**config.mk**
```make
export PLATFORM = sky130hd
export DESIGN_NAME = sispce_host
export DESIGN_NICKNAME = d
export VERILOG_FILES = /design/src/sispce_host.v
export VERILOG_INCLUDE_DIRS = /design/src
export SDC_FILE = /design/constraint.sdc
export NUM_CORES = 1
export LEC_CHECK = 0
export ABC_AREA = 1
export BUFFER_PORTS_ARGS = -buffer_cell sky130_fd_sc_hd__buf_2
export CORE_MARGIN = 5
export CORE_UTILIZATION = 55
export CTS_BUF_LIST = sky130_fd_sc_hd__clkbuf_4 sky130_fd_sc_hd__clkbuf_8
export DETAILED_ROUTE_END_ITERATION = 12
export PLACE_DENSITY = 0.73
export SLEW_MARGIN = 10
export SYNTH_ARGS = -nofsm -noshare
export SYNTH_HDL_FRONTEND = slang
export SYNTH_SLANG_ARGS = --single-unit
```
**constraint.sdc**
```tcl
create_clock -name clk_i -period 2.5 [get_ports clk_i]
set_input_delay 0.5 -clock clk_i [delete_from_list [all_inputs] [get_ports clk_i]]
set_output_delay 0.5 -clock clk_i [all_outputs]
set_load 0.005 [all_outputs]
```
**src/sispce_regs.vh**
```
// register offsets, field positions, opcodes and timing constants of the isp host
`ifndef SISPCE_REGS_VH
`define SISPCE_REGS_VH

`define SISPCE_ADDR_W 4
`define SISPCE_OFS_CTRL 4'h0
`define SISPCE_OFS_INSTR 4'h1
`define SISPCE_OFS_RESP 4'h2
`define SISPCE_OFS_STAT 4'h3

`define SISPCE_CTRL_START 0
`define SISPCE_CTRL_END 1
`define SISPCE_CTRL_POLL 2
`define SISPCE_CTRL_GO 3

`define SISPCE_STAT_BUSY 0
`define SISPCE_STAT_SESS 1
`define SISPCE_STAT_FAIL 2
`define SISPCE_STAT_REFUSED 3
`define SISPCE_STAT_DONE 4

`define SISPCE_INSTR_ENABLE 32'hAC53_0000
`define SISPCE_INSTR_POLL 32'hF000_0000
`define SISPCE_ECHO 8'h53
`define SISPCE_OP_AC 8'hAC
`define SISPCE_SUB_ERASE 8'h80
`define SISPCE_SUB_LOCK 8'hE0
`define SISPCE_SUB_FUSE_LO 8'hA0
`define SISPCE_SUB_FUSE_HI 8'hA8
`define SISPCE_SUB_FUSE_EXT 8'hA4
`define SISPCE_OP_LOAD_LO 8'h40
`define SISPCE_OP_LOAD_HI 8'h48
`define SISPCE_OP_PAGE_WR 8'h4C
`define SISPCE_OP_EE_WR 8'hC0
`define SISPCE_OP_EE_PAGE_WR 8'hC2

`define SISPCE_CLK_MHZ 200
`define SISPCE_T_PWRUP_US 20000
`define SISPCE_T_ERASE_US 9000
`define SISPCE_T_FLASH_US 4500
`define SISPCE_T_EEPROM_US 4000
`define SISPCE_T_FUSE_US 4500
`define SISPCE_T_RST_PULSE_NS 2500
`define SISPCE_T_SCK_HALF_NS 500
`define SISPCE_MAX_RETRY 4

`endif

```
**src/sispce_host.v**
```verilog
// serial isp host: session control, instruction shifter, wait and poll sequencing
// Functional notes
// - programming link used only while device reset pin is held low
// - instructions refused by host until programming enable was accepted
// - always shift four bytes; on missing echo pulse reset and retry
// - sck low and high phases each last a long programmable half period
// - power-up holds reset and sck low, then a reset pulse high
// - wait 20 ms after power-up sequence before programming enable
// - chip erase followed by 9.0 ms wait or polling
// - eeprom byte write followed by 4.0 ms wait or polling
// - load high byte refused unless low byte of same address came first
// - flash page write followed by 4.5 ms wait or polling
// - poll repeats until returned bit zero is clear
// - no link traffic until a write wait or poll has finished
// - end of session releases reset high
`timescale 1ns/10ps
`default_nettype none
`include "sispce_regs.vh"

module sispce_host #(
    parameter [31:0] PWRUP_CYC = `SISPCE_T_PWRUP_US * `SISPCE_CLK_MHZ,
    parameter [31:0] ERASE_CYC = `SISPCE_T_ERASE_US * `SISPCE_CLK_MHZ,
    parameter [31:0] FLASH_CYC = `SISPCE_T_FLASH_US * `SISPCE_CLK_MHZ,
    parameter [31:0] EEPROM_CYC = `SISPCE_T_EEPROM_US * `SISPCE_CLK_MHZ,
    parameter [31:0] FUSE_CYC = `SISPCE_T_FUSE_US * `SISPCE_CLK_MHZ,
    parameter [31:0] RST_PULSE_CYC = (`SISPCE_T_RST_PULSE_NS * `SISPCE_CLK_MHZ + 999) / 1000,
    parameter [31:0] SCK_HALF_CYC = (`SISPCE_T_SCK_HALF_NS * `SISPCE_CLK_MHZ + 999) / 1000,
    parameter [2:0] MAX_RETRY = `SISPCE_MAX_RETRY
) (
    input wire clk_i,
    input wire reset_n_i,
    input wire [`SISPCE_ADDR_W-1:0] addr_i,
    input wire [31:0] wr_data_i,
    input wire wr_i,
    input wire rd_i,
    output wire [31:0] rd_data_o,
    output wire dev_reset_n_o,
    output wire sck_o,
    output wire mosi_o,
    input wire miso_i
);

    localparam [2:0] S_IDLE = 3'd0;
    localparam [2:0] S_RSTHI = 3'd1;
    localparam [2:0] S_SETTLE = 3'd2;
    localparam [2:0] S_SHIFT = 3'd3;
    localparam [2:0] S_DONE = 3'd4;
    localparam [2:0] S_WAIT = 3'd5;

    localparam [1:0] K_USER = 2'd0;
    localparam [1:0] K_ENABLE = 2'd1;
    localparam [1:0] K_POLL = 2'd2;

    reg [2:0] st_q;
    reg [1:0] kind_q;
    reg [31:0] tmr_q;
    reg [31:0] wait_q;
    reg [31:0] tx_q;
    reg [31:0] rx_q;
    reg [5:0] bit_q;
    reg phase_q;
    reg [2:0] retry_q;
    reg sess_q;
    reg poll_mode_q;
    reg [31:0] instr_q;
    reg [31:0] resp_q;
    reg fail_q;
    reg refused_q;
    reg done_q;
    reg lo_ok_q;
    reg [15:0] lo_addr_q;
    reg sck_q;
    reg mosi_q;
    reg rstn_q;
    reg [31:0] rdata_q;
    reg miso_m_q;
    reg miso_s_q;

    wire [7:0] op = instr_q[31:24];
    wire [7:0] sub = instr_q[23:16];
    wire busy = (st_q != S_IDLE);
    wire ctrl_wr = wr_i && (addr_i == `SISPCE_OFS_CTRL);
    wire [31:0] half_m1 = SCK_HALF_CYC - 32'd1;

    reg [31:0] wait_sel;
    reg hi_bad;

    assign rd_data_o = rdata_q;
    assign dev_reset_n_o = rstn_q;
    assign sck_o = sck_q;
    assign mosi_o = mosi_q;

    // wait chosen from the opcode about to be sent
    always @* begin
        wait_sel = 32'd0;
        if (op == `SISPCE_OP_AC && sub == `SISPCE_SUB_ERASE) begin
            wait_sel = ERASE_CYC;
        end else if (op == `SISPCE_OP_AC && (sub == `SISPCE_SUB_LOCK || sub == `SISPCE_SUB_FUSE_LO ||
                     sub == `SISPCE_SUB_FUSE_HI || sub == `SISPCE_SUB_FUSE_EXT)) begin
            wait_sel = FUSE_CYC;
        end else if (op == `SISPCE_OP_EE_WR || op == `SISPCE_OP_EE_PAGE_WR) begin
            wait_sel = EEPROM_CYC;
        end else if (op == `SISPCE_OP_PAGE_WR) begin
            wait_sel = FLASH_CYC;
        end
        hi_bad = (op == `SISPCE_OP_LOAD_HI) && !(lo_ok_q && lo_addr_q == instr_q[23:8]);
    end

    always @(posedge clk_i or negedge reset_n_i) begin
        if (!reset_n_i) begin
            miso_m_q <= 1'b0;
            miso_s_q <= 1'b0;
        end else begin
            miso_m_q <= miso_i;
            miso_s_q <= miso_m_q;
        end
    end

    // register read port, data valid only in the cycle after the strobe
    always @(posedge clk_i or negedge reset_n_i) begin
        if (!reset_n_i) begin
            rdata_q <= 32'h0000_0000;
        end else if (rd_i) begin
            if (addr_i == `SISPCE_OFS_CTRL) begin
                rdata_q <= {29'd0, poll_mode_q, 2'b00};
            end else if (addr_i == `SISPCE_OFS_INSTR) begin
                rdata_q <= instr_q;
            end else if (addr_i == `SISPCE_OFS_RESP) begin
                rdata_q <= resp_q;
            end else if (addr_i == `SISPCE_OFS_STAT) begin
                rdata_q <= {27'd0, done_q, refused_q, fail_q, sess_q, busy};
            end else begin
                rdata_q <= 32'h0000_0000;
            end
        end else begin
            rdata_q <= 32'h0000_0000;
        end
    end

    always @(posedge clk_i or negedge reset_n_i) begin
        if (!reset_n_i) begin
            st_q <= S_IDLE;
            kind_q <= K_USER;
            tmr_q <= 32'd0;
            wait_q <= 32'd0;
            tx_q <= 32'd0;
            rx_q <= 32'd0;
            bit_q <= 6'd0;
            phase_q <= 1'b0;
            retry_q <= 3'd0;
            sess_q <= 1'b0;
            poll_mode_q <= 1'b0;
            instr_q <= 32'd0;
            resp_q <= 32'd0;
            fail_q <= 1'b0;
            refused_q <= 1'b0;
            done_q <= 1'b0;
            lo_ok_q <= 1'b0;
            lo_addr_q <= 16'd0;
            sck_q <= 1'b0;
            mosi_q <= 1'b0;
            rstn_q <= 1'b0;
        end else begin
            // sticky clears first so a same-cycle set below wins
            if (wr_i && addr_i == `SISPCE_OFS_STAT) begin
                if (wr_data_i[`SISPCE_STAT_FAIL]) fail_q <= 1'b0;
                if (wr_data_i[`SISPCE_STAT_REFUSED]) refused_q <= 1'b0;
                if (wr_data_i[`SISPCE_STAT_DONE]) done_q <= 1'b0;
            end
            if (wr_i && addr_i == `SISPCE_OFS_INSTR && !busy) begin
                instr_q <= wr_data_i;
            end
            if (ctrl_wr) begin
                poll_mode_q <= wr_data_i[`SISPCE_CTRL_POLL];
            end
            case (st_q)
                S_IDLE: begin
                    sck_q <= 1'b0;
                    if (ctrl_wr && wr_data_i[`SISPCE_CTRL_END]) begin
                        rstn_q <= 1'b1;
                        sess_q <= 1'b0;
                        lo_ok_q <= 1'b0;
                    end else if (ctrl_wr && wr_data_i[`SISPCE_CTRL_START]) begin
                        sess_q <= 1'b0;
                        retry_q <= 3'd0;
                        rstn_q <= 1'b1;
                        tmr_q <= RST_PULSE_CYC - 32'd1;
                        st_q <= S_RSTHI;
                    end else if (ctrl_wr && wr_data_i[`SISPCE_CTRL_GO]) begin
                        if (!sess_q || rstn_q || hi_bad) begin
                            refused_q <= 1'b1;
                        end else begin
                            if (op == `SISPCE_OP_LOAD_LO) begin
                                lo_ok_q <= 1'b1;
                                lo_addr_q <= instr_q[23:8];
                            end else if (op == `SISPCE_OP_LOAD_HI) begin
                                lo_ok_q <= 1'b0;
                            end
                            wait_q <= wait_sel;
                            kind_q <= K_USER;
                            tx_q <= instr_q;
                            mosi_q <= instr_q[31];
                            bit_q <= 6'd0;
                            phase_q <= 1'b0;
                            tmr_q <= half_m1;
                            st_q <= S_SHIFT;
                        end
                    end
                end
                S_RSTHI: begin
                    if (tmr_q != 32'd0) begin
                        tmr_q <= tmr_q - 32'd1;
                    end else begin
                        rstn_q <= 1'b0;
                        tmr_q <= PWRUP_CYC - 32'd1;
                        st_q <= S_SETTLE;
                    end
                end
                S_SETTLE: begin
                    if (tmr_q != 32'd0) begin
                        tmr_q <= tmr_q - 32'd1;
                    end else begin
                        kind_q <= K_ENABLE;
                        tx_q <= `SISPCE_INSTR_ENABLE;
                        mosi_q <= 1'b1;
                        bit_q <= 6'd0;
                        phase_q <= 1'b0;
                        tmr_q <= half_m1;
                        st_q <= S_SHIFT;
                    end
                end
                S_SHIFT: begin
                    if (tmr_q != 32'd0) begin
                        tmr_q <= tmr_q - 32'd1;
                    end else if (!phase_q) begin
                        sck_q <= 1'b1;
                        rx_q <= {rx_q[30:0], miso_s_q};
                        phase_q <= 1'b1;
                        tmr_q <= half_m1;
                    end else begin
                        sck_q <= 1'b0;
                        phase_q <= 1'b0;
                        tmr_q <= half_m1;
                        if (bit_q == 6'd31) begin
                            mosi_q <= 1'b0;
                            st_q <= S_DONE;
                        end else begin
                            bit_q <= bit_q + 6'd1;
                            tx_q <= {tx_q[30:0], 1'b0};
                            mosi_q <= tx_q[30];
                        end
                    end
                end
                S_DONE: begin
                    if (kind_q == K_ENABLE) begin
                        if (rx_q[15:8] == `SISPCE_ECHO) begin
                            sess_q <= 1'b1;
                            done_q <= 1'b1;
                            st_q <= S_IDLE;
                        end else if (retry_q < MAX_RETRY) begin
                            retry_q <= retry_q + 3'd1;
                            rstn_q <= 1'b1;
                            tmr_q <= RST_PULSE_CYC - 32'd1;
                            st_q <= S_RSTHI;
                        end else begin
                            fail_q <= 1'b1;
                            st_q <= S_IDLE;
                        end
                    end else if (kind_q == K_POLL) begin
                        if (rx_q[0]) begin
                            tx_q <= `SISPCE_INSTR_POLL;
                            mosi_q <= 1'b1;
                            bit_q <= 6'd0;
                            tmr_q <= half_m1;
                            st_q <= S_SHIFT;
                        end else begin
                            done_q <= 1'b1;
                            st_q <= S_IDLE;
                        end
                    end else begin
                        resp_q <= rx_q;
                        if (wait_q == 32'd0) begin
                            done_q <= 1'b1;
                            st_q <= S_IDLE;
                        end else if (poll_mode_q) begin
                            kind_q <= K_POLL;
                            tx_q <= `SISPCE_INSTR_POLL;
                            mosi_q <= 1'b1;
                            bit_q <= 6'd0;
                            tmr_q <= half_m1;
                            st_q <= S_SHIFT;
                        end else begin
                            tmr_q <= wait_q - 32'd1;
                            st_q <= S_WAIT;
                        end
                    end
                end
                S_WAIT: begin
                    if (tmr_q != 32'd0) begin
                        tmr_q <= tmr_q - 32'd1;
                    end else begin
                        done_q <= 1'b1;
                        st_q <= S_IDLE;
                    end
                end
                default: begin
                    st_q <= S_IDLE;
                end
            endcase
        end
    end

endmodule
`default_nettype wire

```
Word-level counts from Yosys, hierarchy flattened
Cells that the tools add are included.
W data, S select, Z words.

word-level totals
  word-level logic and storage cells = 291
  flip-flop bits (word level) = 265
  output and inout bits = 35
  input bits = 41

operators by class
  mux-type cells = 148
  reduce and logical (&&, ||, !) cells = 50
  bitwise operators = 7
  magnitude comparators = 1
  add/sub/neg operators = 4
  equal/unequal tests = 57

operators with widths
  operator                 count
  $mux W32                 20
  $mux W31                 13
  $pmux W32 S5             1
  $pmux W31 S4             1
  $mux W6                  13
  $eq A8 B8 Y1 const B     8
  $sub A32 B1 Y32 const B  2
  $mux W1                  58
  $mux W3                  19
  $ne A2 B2 Y1 const B     23
  $mux W20                 2
  $eq A8 B7 Y1 const B     4
  $logic_not A32 Y1        1
  $reduce_bool A32 Y1      1
  $ne A3 B3 Y1 const B     8
  $pmux W6 S4              1
  $mux W2                  10
  $pmux W3 S6              1
  $reduce_and A6 Y1        3
  $reduce_and A9 Y1        2
  $eq A16 B16 Y1           1
  $reduce_bool A3 Y1       5
  $reduce_and A13 Y1       1
  $reduce_and A12 Y1       1
  34 further kinds         68

Longest topological paths before layout
Gate-level depths: netlist (run 1).

  depth after elaboration = 10
  depth in mapped cells = 14
  gate-level depth less buffers = 14

Worst setup path before layout (run 1)
No wires, ideal clock.

  path type = flip-flop to flip-flop
  start = reg tmr_q[0]
  end = reg bit_q[0]
  setup time = 0.065 ns
  stages on the path, launching flop included = 15
  path slack = 0.505 ns
  clock period less this slack = 1.995 ns
  data required time = 2.435 ns
  buffers on the path = 2
  arrival time = 1.930 ns
  cell sequence = dfrtp_1 > inv_1 > ha_1 > nand2_2 > nor2_4 > nand2_2 > nor2_4 > inv_2 > nand2_2 > nand4_4 > nor2_4 > buf_6 > buf_8 > nand3_2 > nand2_1

between the ends
  longest elaborated chain between the ends = 3
  elaborated cells between the ends (all ways) = 4
  those cells by class = eq/ne (2); reduce/logical (2)

ends and longest elaborated chain
  what                              line                                  text
  start, declared                   sispce_host.v:56                      reg [31:0] tmr_q;
  start signal, assigned            sispce_host.v:187                     tmr_q <= RST_PULSE_CYC - 32'd1;
  start signal, assigned            sispce_host.v:205                     tmr_q <= half_m1;
  start signal, assigned            sispce_host.v:212                     tmr_q <= tmr_q - 32'd1;
  $reduce_bool A32 Y1 (*)           sispce_host.v:220, sispce_host.v:233
  $ne A2 B2 Y1 (no line)            --
  $reduce_and A13 Y1 (no line) (*)  --
  end signal, assigned              sispce_host.v:248                     bit_q <= bit_q + 6'd1;
  end, declared                     sispce_host.v:60                      reg [5:0] bit_q;

Mark *: on every way between the ends. The rest lies on a longest branch, timed or not.
A chain may end at the register's enable or synchronous reset.

Worst setup path after layout (run 1)
  start = reg tmr_q[0]
  end = reg tx_q[11]

between the ends
  longest elaborated chain between the ends = 3
  elaborated cells between the ends (all ways) = 4
  those cells by class = eq/ne (2); reduce/logical (2)

ends and longest elaborated chain
  what                              line                                  text
  $reduce_bool A32 Y1 (*)           sispce_host.v:220, sispce_host.v:233
  $ne A2 B2 Y1 (no line)            --
  $reduce_and A13 Y1 (no line) (*)  --
  end signal, assigned              sispce_host.v:224                     tx_q <= `SISPCE_INSTR_ENABLE;
  end signal, assigned              sispce_host.v:249                     tx_q <= {tx_q[30:0], 1'b0};
  end signal, assigned              sispce_host.v:271                     tx_q <= `SISPCE_INSTR_POLL;
  end, declared                     sispce_host.v:58                      reg [31:0] tx_q;

Marked as above.

==> results of run 1 <==
power groups by stage:
stage	Combinational [uW]	Sequential [uW]	Clock, uW
CTS	7360	5380	3690
floorplan	5300	5220	0
finish	7450	5390	3600
global route	8350	5490	3870
global placement	7210	5430	0
detailed placement	7360	5430	0
registers in the layout, summed over array words and instances (netlist names), 2 cells and up:
name and cells:
rd_data_o 32, bit_q 6, lo_addr_q 16, resp_q 32
st_q 3, tx_q 31, tmr_q 32, instr_q 32
rx_q 32, wait_q 6, retry_q 3, kind_q 2
logic make-up after synthesis:
family | count (synthesis)
AO/OA/AOI/OAI | 268
XOR/XNOR | 28
adder cells (fa/ha/maj) | 10
buffers and inverters | 214
flip-flops | 239
multiplexers | 2
AND/OR/NAND/NOR | 815
worst register-to-register path, stage by stage (launching register included):
cell                      delay [ps]
sky130_fd_sc_hd__dfrtp_1         390
sky130_fd_sc_hd__inv_1           100
sky130_fd_sc_hd__ha_1            230
sky130_fd_sc_hd__nand2_2         120
sky130_fd_sc_hd__nor2_4          190
sky130_fd_sc_hd__nand2_2         130
sky130_fd_sc_hd__nor2_4          180
sky130_fd_sc_hd__inv_2           100
sky130_fd_sc_hd__nand2_2         100
sky130_fd_sc_hd__nand4_4         100
sky130_fd_sc_hd__nor2_4          150
sky130_fd_sc_hd__buf_4           140
sky130_fd_sc_hd__buf_12          150
sky130_fd_sc_hd__nand3_1          90
sky130_fd_sc_hd__nand2_1          80
timing repair:
item	in CTS	in global routing
endpoints found under the hold margin	51	0
endpoints found under the setup margin	0	69
buffers inserted	0	2
resized for setup	0	2
hold buffers	1	0
through the flow:
stage / util (%) / hold slack, ps
CTS: 64.0 / 54.4
floorplan: - / 204
global route: 64.1 / 61.1
detailed placement: 60.2 / 344
global placement: 60.2 / 340
finish: 64.1 / 83.5
routing by layer:
layer / track usage (%) / vias to the layer above / share of wire [%]
met5: 0 / - / 0.060
met4: 11.4 / 2 / 4.6
met3: 5.10 / 82 / 6.1
met2: 42.7 / 358 / 48
met1: 33.8 / 5065 / 42
li1: - / 5280 / -
worst paths after layout:
check | slack [ps] | startpoint | end
setup / recovery | 180 | tmr_q[0] | tx_q[11]
hold / removal | 80 | miso_i | miso_m_q
setup reg to reg | 180 | tmr_q[0] | tx_q[11]
hold reg to reg | 350 | miso_m_q | miso_s_q
max in group asynchronous | 1270 | reset_n_i | bit_q[2]
min in group asynchronous | 490 | reset_n_i | tmr_q[27]
layout by cell type, fill, tap and decap left out, types with 3 or more instances in the layout:
cell type	instances
sky130_fd_sc_hd__ha_1	10
sky130_fd_sc_hd__or2_2	5
sky130_fd_sc_hd__o21a_1	3
sky130_fd_sc_hd__inv_2	9
sky130_fd_sc_hd__clkinv_2	6
sky130_fd_sc_hd__nand2_1	507
sky130_fd_sc_hd__nor2_1	114
sky130_fd_sc_hd__nand4_1	13
sky130_fd_sc_hd__a21boi_0	3
sky130_fd_sc_hd__o21ai_0	185
sky130_fd_sc_hd__buf_12	11
sky130_fd_sc_hd__a221oi_1	3
sky130_fd_sc_hd__nor4_1	5
sky130_fd_sc_hd__dfrtp_1	239
sky130_fd_sc_hd__nand2_2	7
sky130_fd_sc_hd__o211ai_1	5
sky130_fd_sc_hd__o21ai_1	3
sky130_fd_sc_hd__xor2_1	15
sky130_fd_sc_hd__clkbuf_4	11
sky130_fd_sc_hd__a21oi_1	52
sky130_fd_sc_hd__clkbuf_8	49
sky130_fd_sc_hd__nand3_1	108
sky130_fd_sc_hd__nor2_4	11
sky130_fd_sc_hd__xnor2_1	13
sky130_fd_sc_hd__inv_1	144
sky130_fd_sc_hd__nand3_2	12
sky130_fd_sc_hd__nor2_2	7
sky130_fd_sc_hd__buf_4	33
sky130_fd_sc_hd__a31oi_1	3
sky130_fd_sc_hd__nor3_1	10
sky130_fd_sc_hd__nor3_2	3
sky130_fd_sc_hd__buf_2	74
sky130_fd_sc_hd__nand3b_1	3
layout make-up:
cell class	count	area share [%]
flip-flops and latches	239	42.7
multi-input cells	1123	38.5
repair buffers	120	6.17
clock buffers	60	5.41
inverters	154	4.15
well taps	280	2.50
clock inverters	9	0.537
==> parameters.txt, run 1 <==
Parameter                              Value

Clock tree
  Clk slew on worst S/H paths    60 ps
  Clock tree from TritonCTS    yes
  Number of buffers created by CTS    41
  Maximum number of buffers from clock root to sink    3
  CTS sink count    239
  Clk Latency, worst-skew pair    540 ps
  Depth of the CTS H-tree    2
  Clock root cell    sky130_fd_sc_hd__clkbuf_8

STA
  Final Cycle Share    92.8%
  Tightest Pin Transition    528 ps
  Max Clock Skew    26.9 ps
  Final Hold Violating Endpoints    0
  Final setup violation count    0
  Fmax    431 MHz
  Unrepaired setup endpoints after global routing    no
  Setup TNS Final    0 ps
  Setup WS post-layout    181 ps
  Max-slew violation count    0
  Headroom to the max-slew limit    64.8%
  Post-layout min period    2320 ps

Hold path
  Worst hold path class    primary input to flip-flop
  Worst hold path depth    1

Route
  Number of routed nets with antenna violations    0
  Via count of the routed design    10800
  Initial drt markers    922
  1st-pass router iterations    5
  Via-per-instance ratio    5.43
  Wirelength per Cell    16.7 um
  Final wirelength    33200 um
  Post-route DRC    0

Logic synthesis
  Netlist area before placement    0.0122 mm2
  Post-Synth Simple-Gate Area    29.0%
  Area leader, netlist    sky130_fd_sc_hd__dfrtp_1
  Share of synthesized area spent on multiplexers    0.184%
  Synthesized-area fraction occupied by adder cells    1.02%
  Cells taking the most area after synthesis    sky130_fd_sc_hd__dfrtp_1 49%, sky130_fd_sc_hd__nand2_1 16%, sky130_fd_sc_hd__o21ai_0 7.6%
  Fraction of synthesized cell area taken by the top area cell type    48.9%
  Number of warning messages in the yosys log    0
  Syn_nets    1627
  Most numerous cell in the Yosys netlist    sky130_fd_sc_hd__nand2_1
  Compound-cell area share of the yosys netlist    11.6%
  Leading cell types by count after synthesis    508 x sky130_fd_sc_hd__nand2_1, 239 x sky130_fd_sc_hd__dfrtp_1, 185 x sky130_fd_sc_hd__o21ai_0
  Main combinational cell family by area after synthesis    simple AND/OR/NAND/NOR gates
  Ys async rst share    100%
  Portion of the post-synthesis area used by sequential elements    48.9%
  Avg Cell Area, Syn    7.75 um2
  Number of instances in the synthesized netlist    1576
  Number of distinct library cell variants in the gate-level netlist after synthesis    52
  Most used flip-flop cell after synthesis    sky130_fd_sc_hd__dfrtp_1
  XOR/XNOR Fraction of Synth Area    2.01%
  Number of enable flip-flop cells after synthesis    0
  Synthesis-stage register bit count    239

Power and ir drop
  Combinational cell fraction of total power    45.3%
  Design internal power    9330 uW
  Sequential cell fraction of total power    32.8%
  Fraction of power consumed by the clock network    21.9%
  Switching Share    43.3%
  Post-layout total power    16400 uW
  Switching power of the nets    7120 uW
  Standby leakage power    0.00694 uW
  VDD IR max    0.629 mV
  Power per Cell Area    1180 mW/mm2

Critical path
  WP depth    14
  Data required time of the critical path    2960 ps
  Crit path cell chain    inv_1 -> ha_1 -> nand2_2 -> nor2_4 -> nand2_2 -> nor2_4 -> inv_2 -> nand2_2 -> nand4_4 -> nor2_4 -> buf_4 -> buf_12 -> nand3_1 -> nand2_1
  Type of the worst setup path    flip-flop to flip-flop
  Data arrival time of the critical path    2780 ps
  Worst Reg2Reg Path Length in Cells    14
  Category of cells accounting for the largest share of critical-path delay    simple AND/OR/NAND/NOR gates
  CP startpoint kind    flip-flop
  Largest fanout on the critical path    21
  Critical Path Sink Type    flip-flop
  Largest stage delay on the critical path    390 ps
  Slowest-stage cell, CP    sky130_fd_sc_hd__dfrtp_1
  Buffer and inverter count on the worst path    4

Cells and area
  Nets    1730
  Area of the multi-input gates    0.00539 mm2
  Layout overhead on the synthesized area    14.5%
  Non-filler cells, final    1985
  Ant. Diodes    0
  Fillcell total    1918
  Layout Cell Area excl Fill    0.0140 mm2
  Share of layout cells above drive strength 1    14.8%
  Sequential cell area    0.00598 mm2

GRT
  Pin count of the biggest net entering global routing    65
  Via count of the first global-routing pass    10500
  Wire length of the first global-routing pass    54500 um
  Global route overflow    0
  Initial antenna violation count    1
  Total routing resource utilization after global routing    26.1%

Place
  Worst-case setup slack after placement    54.2 ps
  # placed instances    1913
  Area after DPL    0.0131 mm2
  Buffers on Ports    75
  Placed wire-length estimate after detailed placement    24300 um
  Routability-driven placement congestion ratio    0.938

Floorplanning
  Num ports    76
  Floorplan die area    0.0253 mm2
  Chip height    159 um
  Initial cell density of the core    56.0%
  Total number of placement rows    54
  Chip Width    159 um
  Floorplan Core Area    0.0218 mm2

Job
  Max Cap Violations    0

Outcome
  Status    finished clean
Note: power is estimated with default switching activity, not from simulation.
==> run 2, diff against run 1 <==
- CAP_MARGIN: default -> 20
- MAX_ROUTING_LAYER: default -> met4
==> run 2 against run 1 <==
Sequential power barely moved. Sequential cell count unchanged. Clock-buffer cell count grew 5. Setup slack lost 58 ps. Worst hold slack got worse by 4.3 ps. Highest routed layer is now met4. Critical path depth down 2. Non-clock buffer count down 4. First-iteration DRC count down 0.65%.
==> parameters.txt, run 2 (synthesis results as in run 1) <==
Parameter                              Value

Critical path
  Data required time of the critical path    2900 ps (-60 ps)
  Slowest-stage cell, CP    sky130_fd_sc_hd__dfrtp_1
  Type of the worst setup path    flip-flop to flip-flop
  Largest fanout on the critical path    42 (+100%)
  CP startpoint kind    flip-flop
  Largest stage delay on the critical path    420 ps (+30 ps)
  Crit path cell chain    inv_1 -> ha_1 -> nand2_1 -> nor2_1 -> buf_4 -> nand3_1 -> nand3_1 -> nor3_2 -> nand2_2 -> buf_12 -> nand2_1 -> o21ai_0
  Data arrival time of the critical path    2780 ps (about the same)
  Critical Path Sink Type    flip-flop

GRT
  Via count of the first global-routing pass    10700 (+1.8%)
  Initial antenna violation count    1 (unchanged)
  Global route overflow    0 (unchanged)
  Total routing resource utilization after global routing    27.1% (+1.0 points)
  Wire length of the first global-routing pass    55000 um (+0.87%)
  Pin count of the biggest net entering global routing    75 (+15%)

Cells and area
  Commonest non-fill, non-tap cell in the layout    sky130_fd_sc_hd__nand2_1
  Highest-count cells in the layout ignoring fill and taps    507 x sky130_fd_sc_hd__nand2_1, 239 x sky130_fd_sc_hd__dfrtp_1, 185 x sky130_fd_sc_hd__o21ai_0
  Fillcell total    1942 (+1.3%)
  Share of layout cells above drive strength 1    14.8% (about the same)
  Nets    1726 (-0.23%)
  Layout overhead on the synthesized area    14.7%
  Area of the multi-input gates    0.00539 mm2 (about the same)
  Sequential cell area    0.00598 mm2 (unchanged)

STA
  Setup TNS Final    0 ps (unchanged)
  Max Clock Skew    35.4 ps (+8.51 ps)
  Post-layout min period    2380 ps (+58.0 ps)
  Headroom to the max-slew limit    59.7% (-5.1 points)
  Max-slew violation count    0 (unchanged)
  Setup WS post-layout    123 ps (-58.0 ps)
  Fmax    421 MHz (-2.4%)
  Final setup violation count    0 (unchanged)
  Unrepaired setup endpoints after global routing    no
  Tightest Pin Transition    604 ps (+75.8 ps)
  Final Cycle Share    95.1% (+2.3 points)
  Final Hold Violating Endpoints    0 (unchanged)

Clock tree
  Clock tree from TritonCTS    yes
  Clk Latency, worst-skew pair    570 ps (+30 ps)
  CTS sink count    239 (unchanged)
  Clk slew on worst S/H paths    60 ps (about the same)
  Maximum number of buffers from clock root to sink    3 (unchanged)
  Clock root cell    sky130_fd_sc_hd__clkbuf_8
  Depth of the CTS H-tree    2 (unchanged)
  Number of buffers created by CTS    41 (unchanged)

Place
  Routability-driven placement congestion ratio    0.940 (+0.20%)
  Worst-case setup slack after placement    36.7 ps (-17.6 ps)
  Buffers on Ports    75 (unchanged)
  Placed wire-length estimate after detailed placement    24200 um (-0.48%)

Floorplanning
  Floorplan Core Area    0.0218 mm2 (unchanged)
  Chip Width    159 um (unchanged)
  Initial cell density of the core    56.0% (unchanged)
  Chip height    159 um (unchanged)
  Num ports    76 (unchanged)
  Floorplan die area    0.0253 mm2 (unchanged)
  Total number of placement rows    54 (unchanged)

Route
  Via-per-instance ratio    5.49 (+0.98%)
  Wirelength per Cell    17.1 um (+2.3%)
  1st-pass router iterations    5 (unchanged)
  Post-route DRC    0 (unchanged)
  Initial drt markers    916 (-0.65%)
  Final wirelength    33900 um (+2.3%)
  Via count of the routed design    10900 (+0.98%)
  Number of routed nets with antenna violations    0 (unchanged)

Outcome
  Status    finished clean

Power and ir drop
  VDD IR max    0.753 mV (+20%)
  Power per Cell Area    1190 mW/mm2 (+0.89%)
  Standby leakage power    0.00695 uW (+0.21%)

Hold path
  Worst hold path class    primary input to flip-flop

Job
  Max Cap Violations    0 (unchanged)
-- run 2: area by class of cell --
type                    instances  area share [%]
diodes                          1          0.0178
repair buffers                116            6.01
clock buffers                  65            5.80
inverters                     154            4.14
well taps                     280            2.50
flip-flops and latches        239            42.7
multi-input cells            1123            38.4
clock inverters                 7           0.455
-- run 2: per-stage QoR --
| stage | instances | cell area, um2 | util [%] | power (uW) | hold slack, ps |
|---|---|---|---|---|---|
| floorplan | 1576 | 12200 | - | 10500 | 204 |
| global placement | 1909 | 13100 | 60.0 | 12500 | 338 |
| detailed placement | 1909 | 13100 | 60.0 | 12700 | 350 |
| CTS | 1982 | 14000 | 64.0 | 16500 | 65.4 |
| global route | 1985 | 14000 | 64.2 | 17800 | 70.7 |
| finish | 1985 | 14000 | 64.2 | 16600 | 79.2 |
-- run 2: final timing paths --
kind / start / end / slack, ps / cells past startpoint
min in group asynchronous: reset_n_i / rd_data_o[30] / 530 / 2
hold reg to reg: miso_m_q / miso_s_q / 330 / 0
setup / recovery: wait_q[15] / tmr_q[0] / 120 / 12
hold / removal: miso_i / miso_m_q / 80 / 1
max in group asynchronous: reset_n_i / resp_q[9] / 1240 / 3
setup reg to reg: wait_q[15] / tmr_q[0] / 120 / 12
-- run 2: critical path: cells and delay by family (launching register included) --
kind            cells  cell delay (ps)
compound gates      1               80
buf+inv             3              500
flops               1              420
simple gates        7              880
fa+ha+maj           1              290
-- run 2: power by group --
part	total (uW)	switching, uW	internal (uW)
Clock	3740	1660	2090
Combinational	7490	4940	2560
Sequential	5390	707	4680
-- run 2: timing repair --
action                                 4_1_cts  5_1_grt
endpoints found under the hold margin       71        0
setup endpoints to repair                    0       55
resized for setup                            0        4
hold buffers                                 1        0
buffers inserted                             0        1
-- run 2: per-layer routing --
layer,vias up,share of wire (%),track usage (%)
met5,-,0,-
met4,0,4.7,11.6
met3,96,6.2,4.01
met2,374,48,43.5
met1,5162,41,34.5
li1,5261,-,-
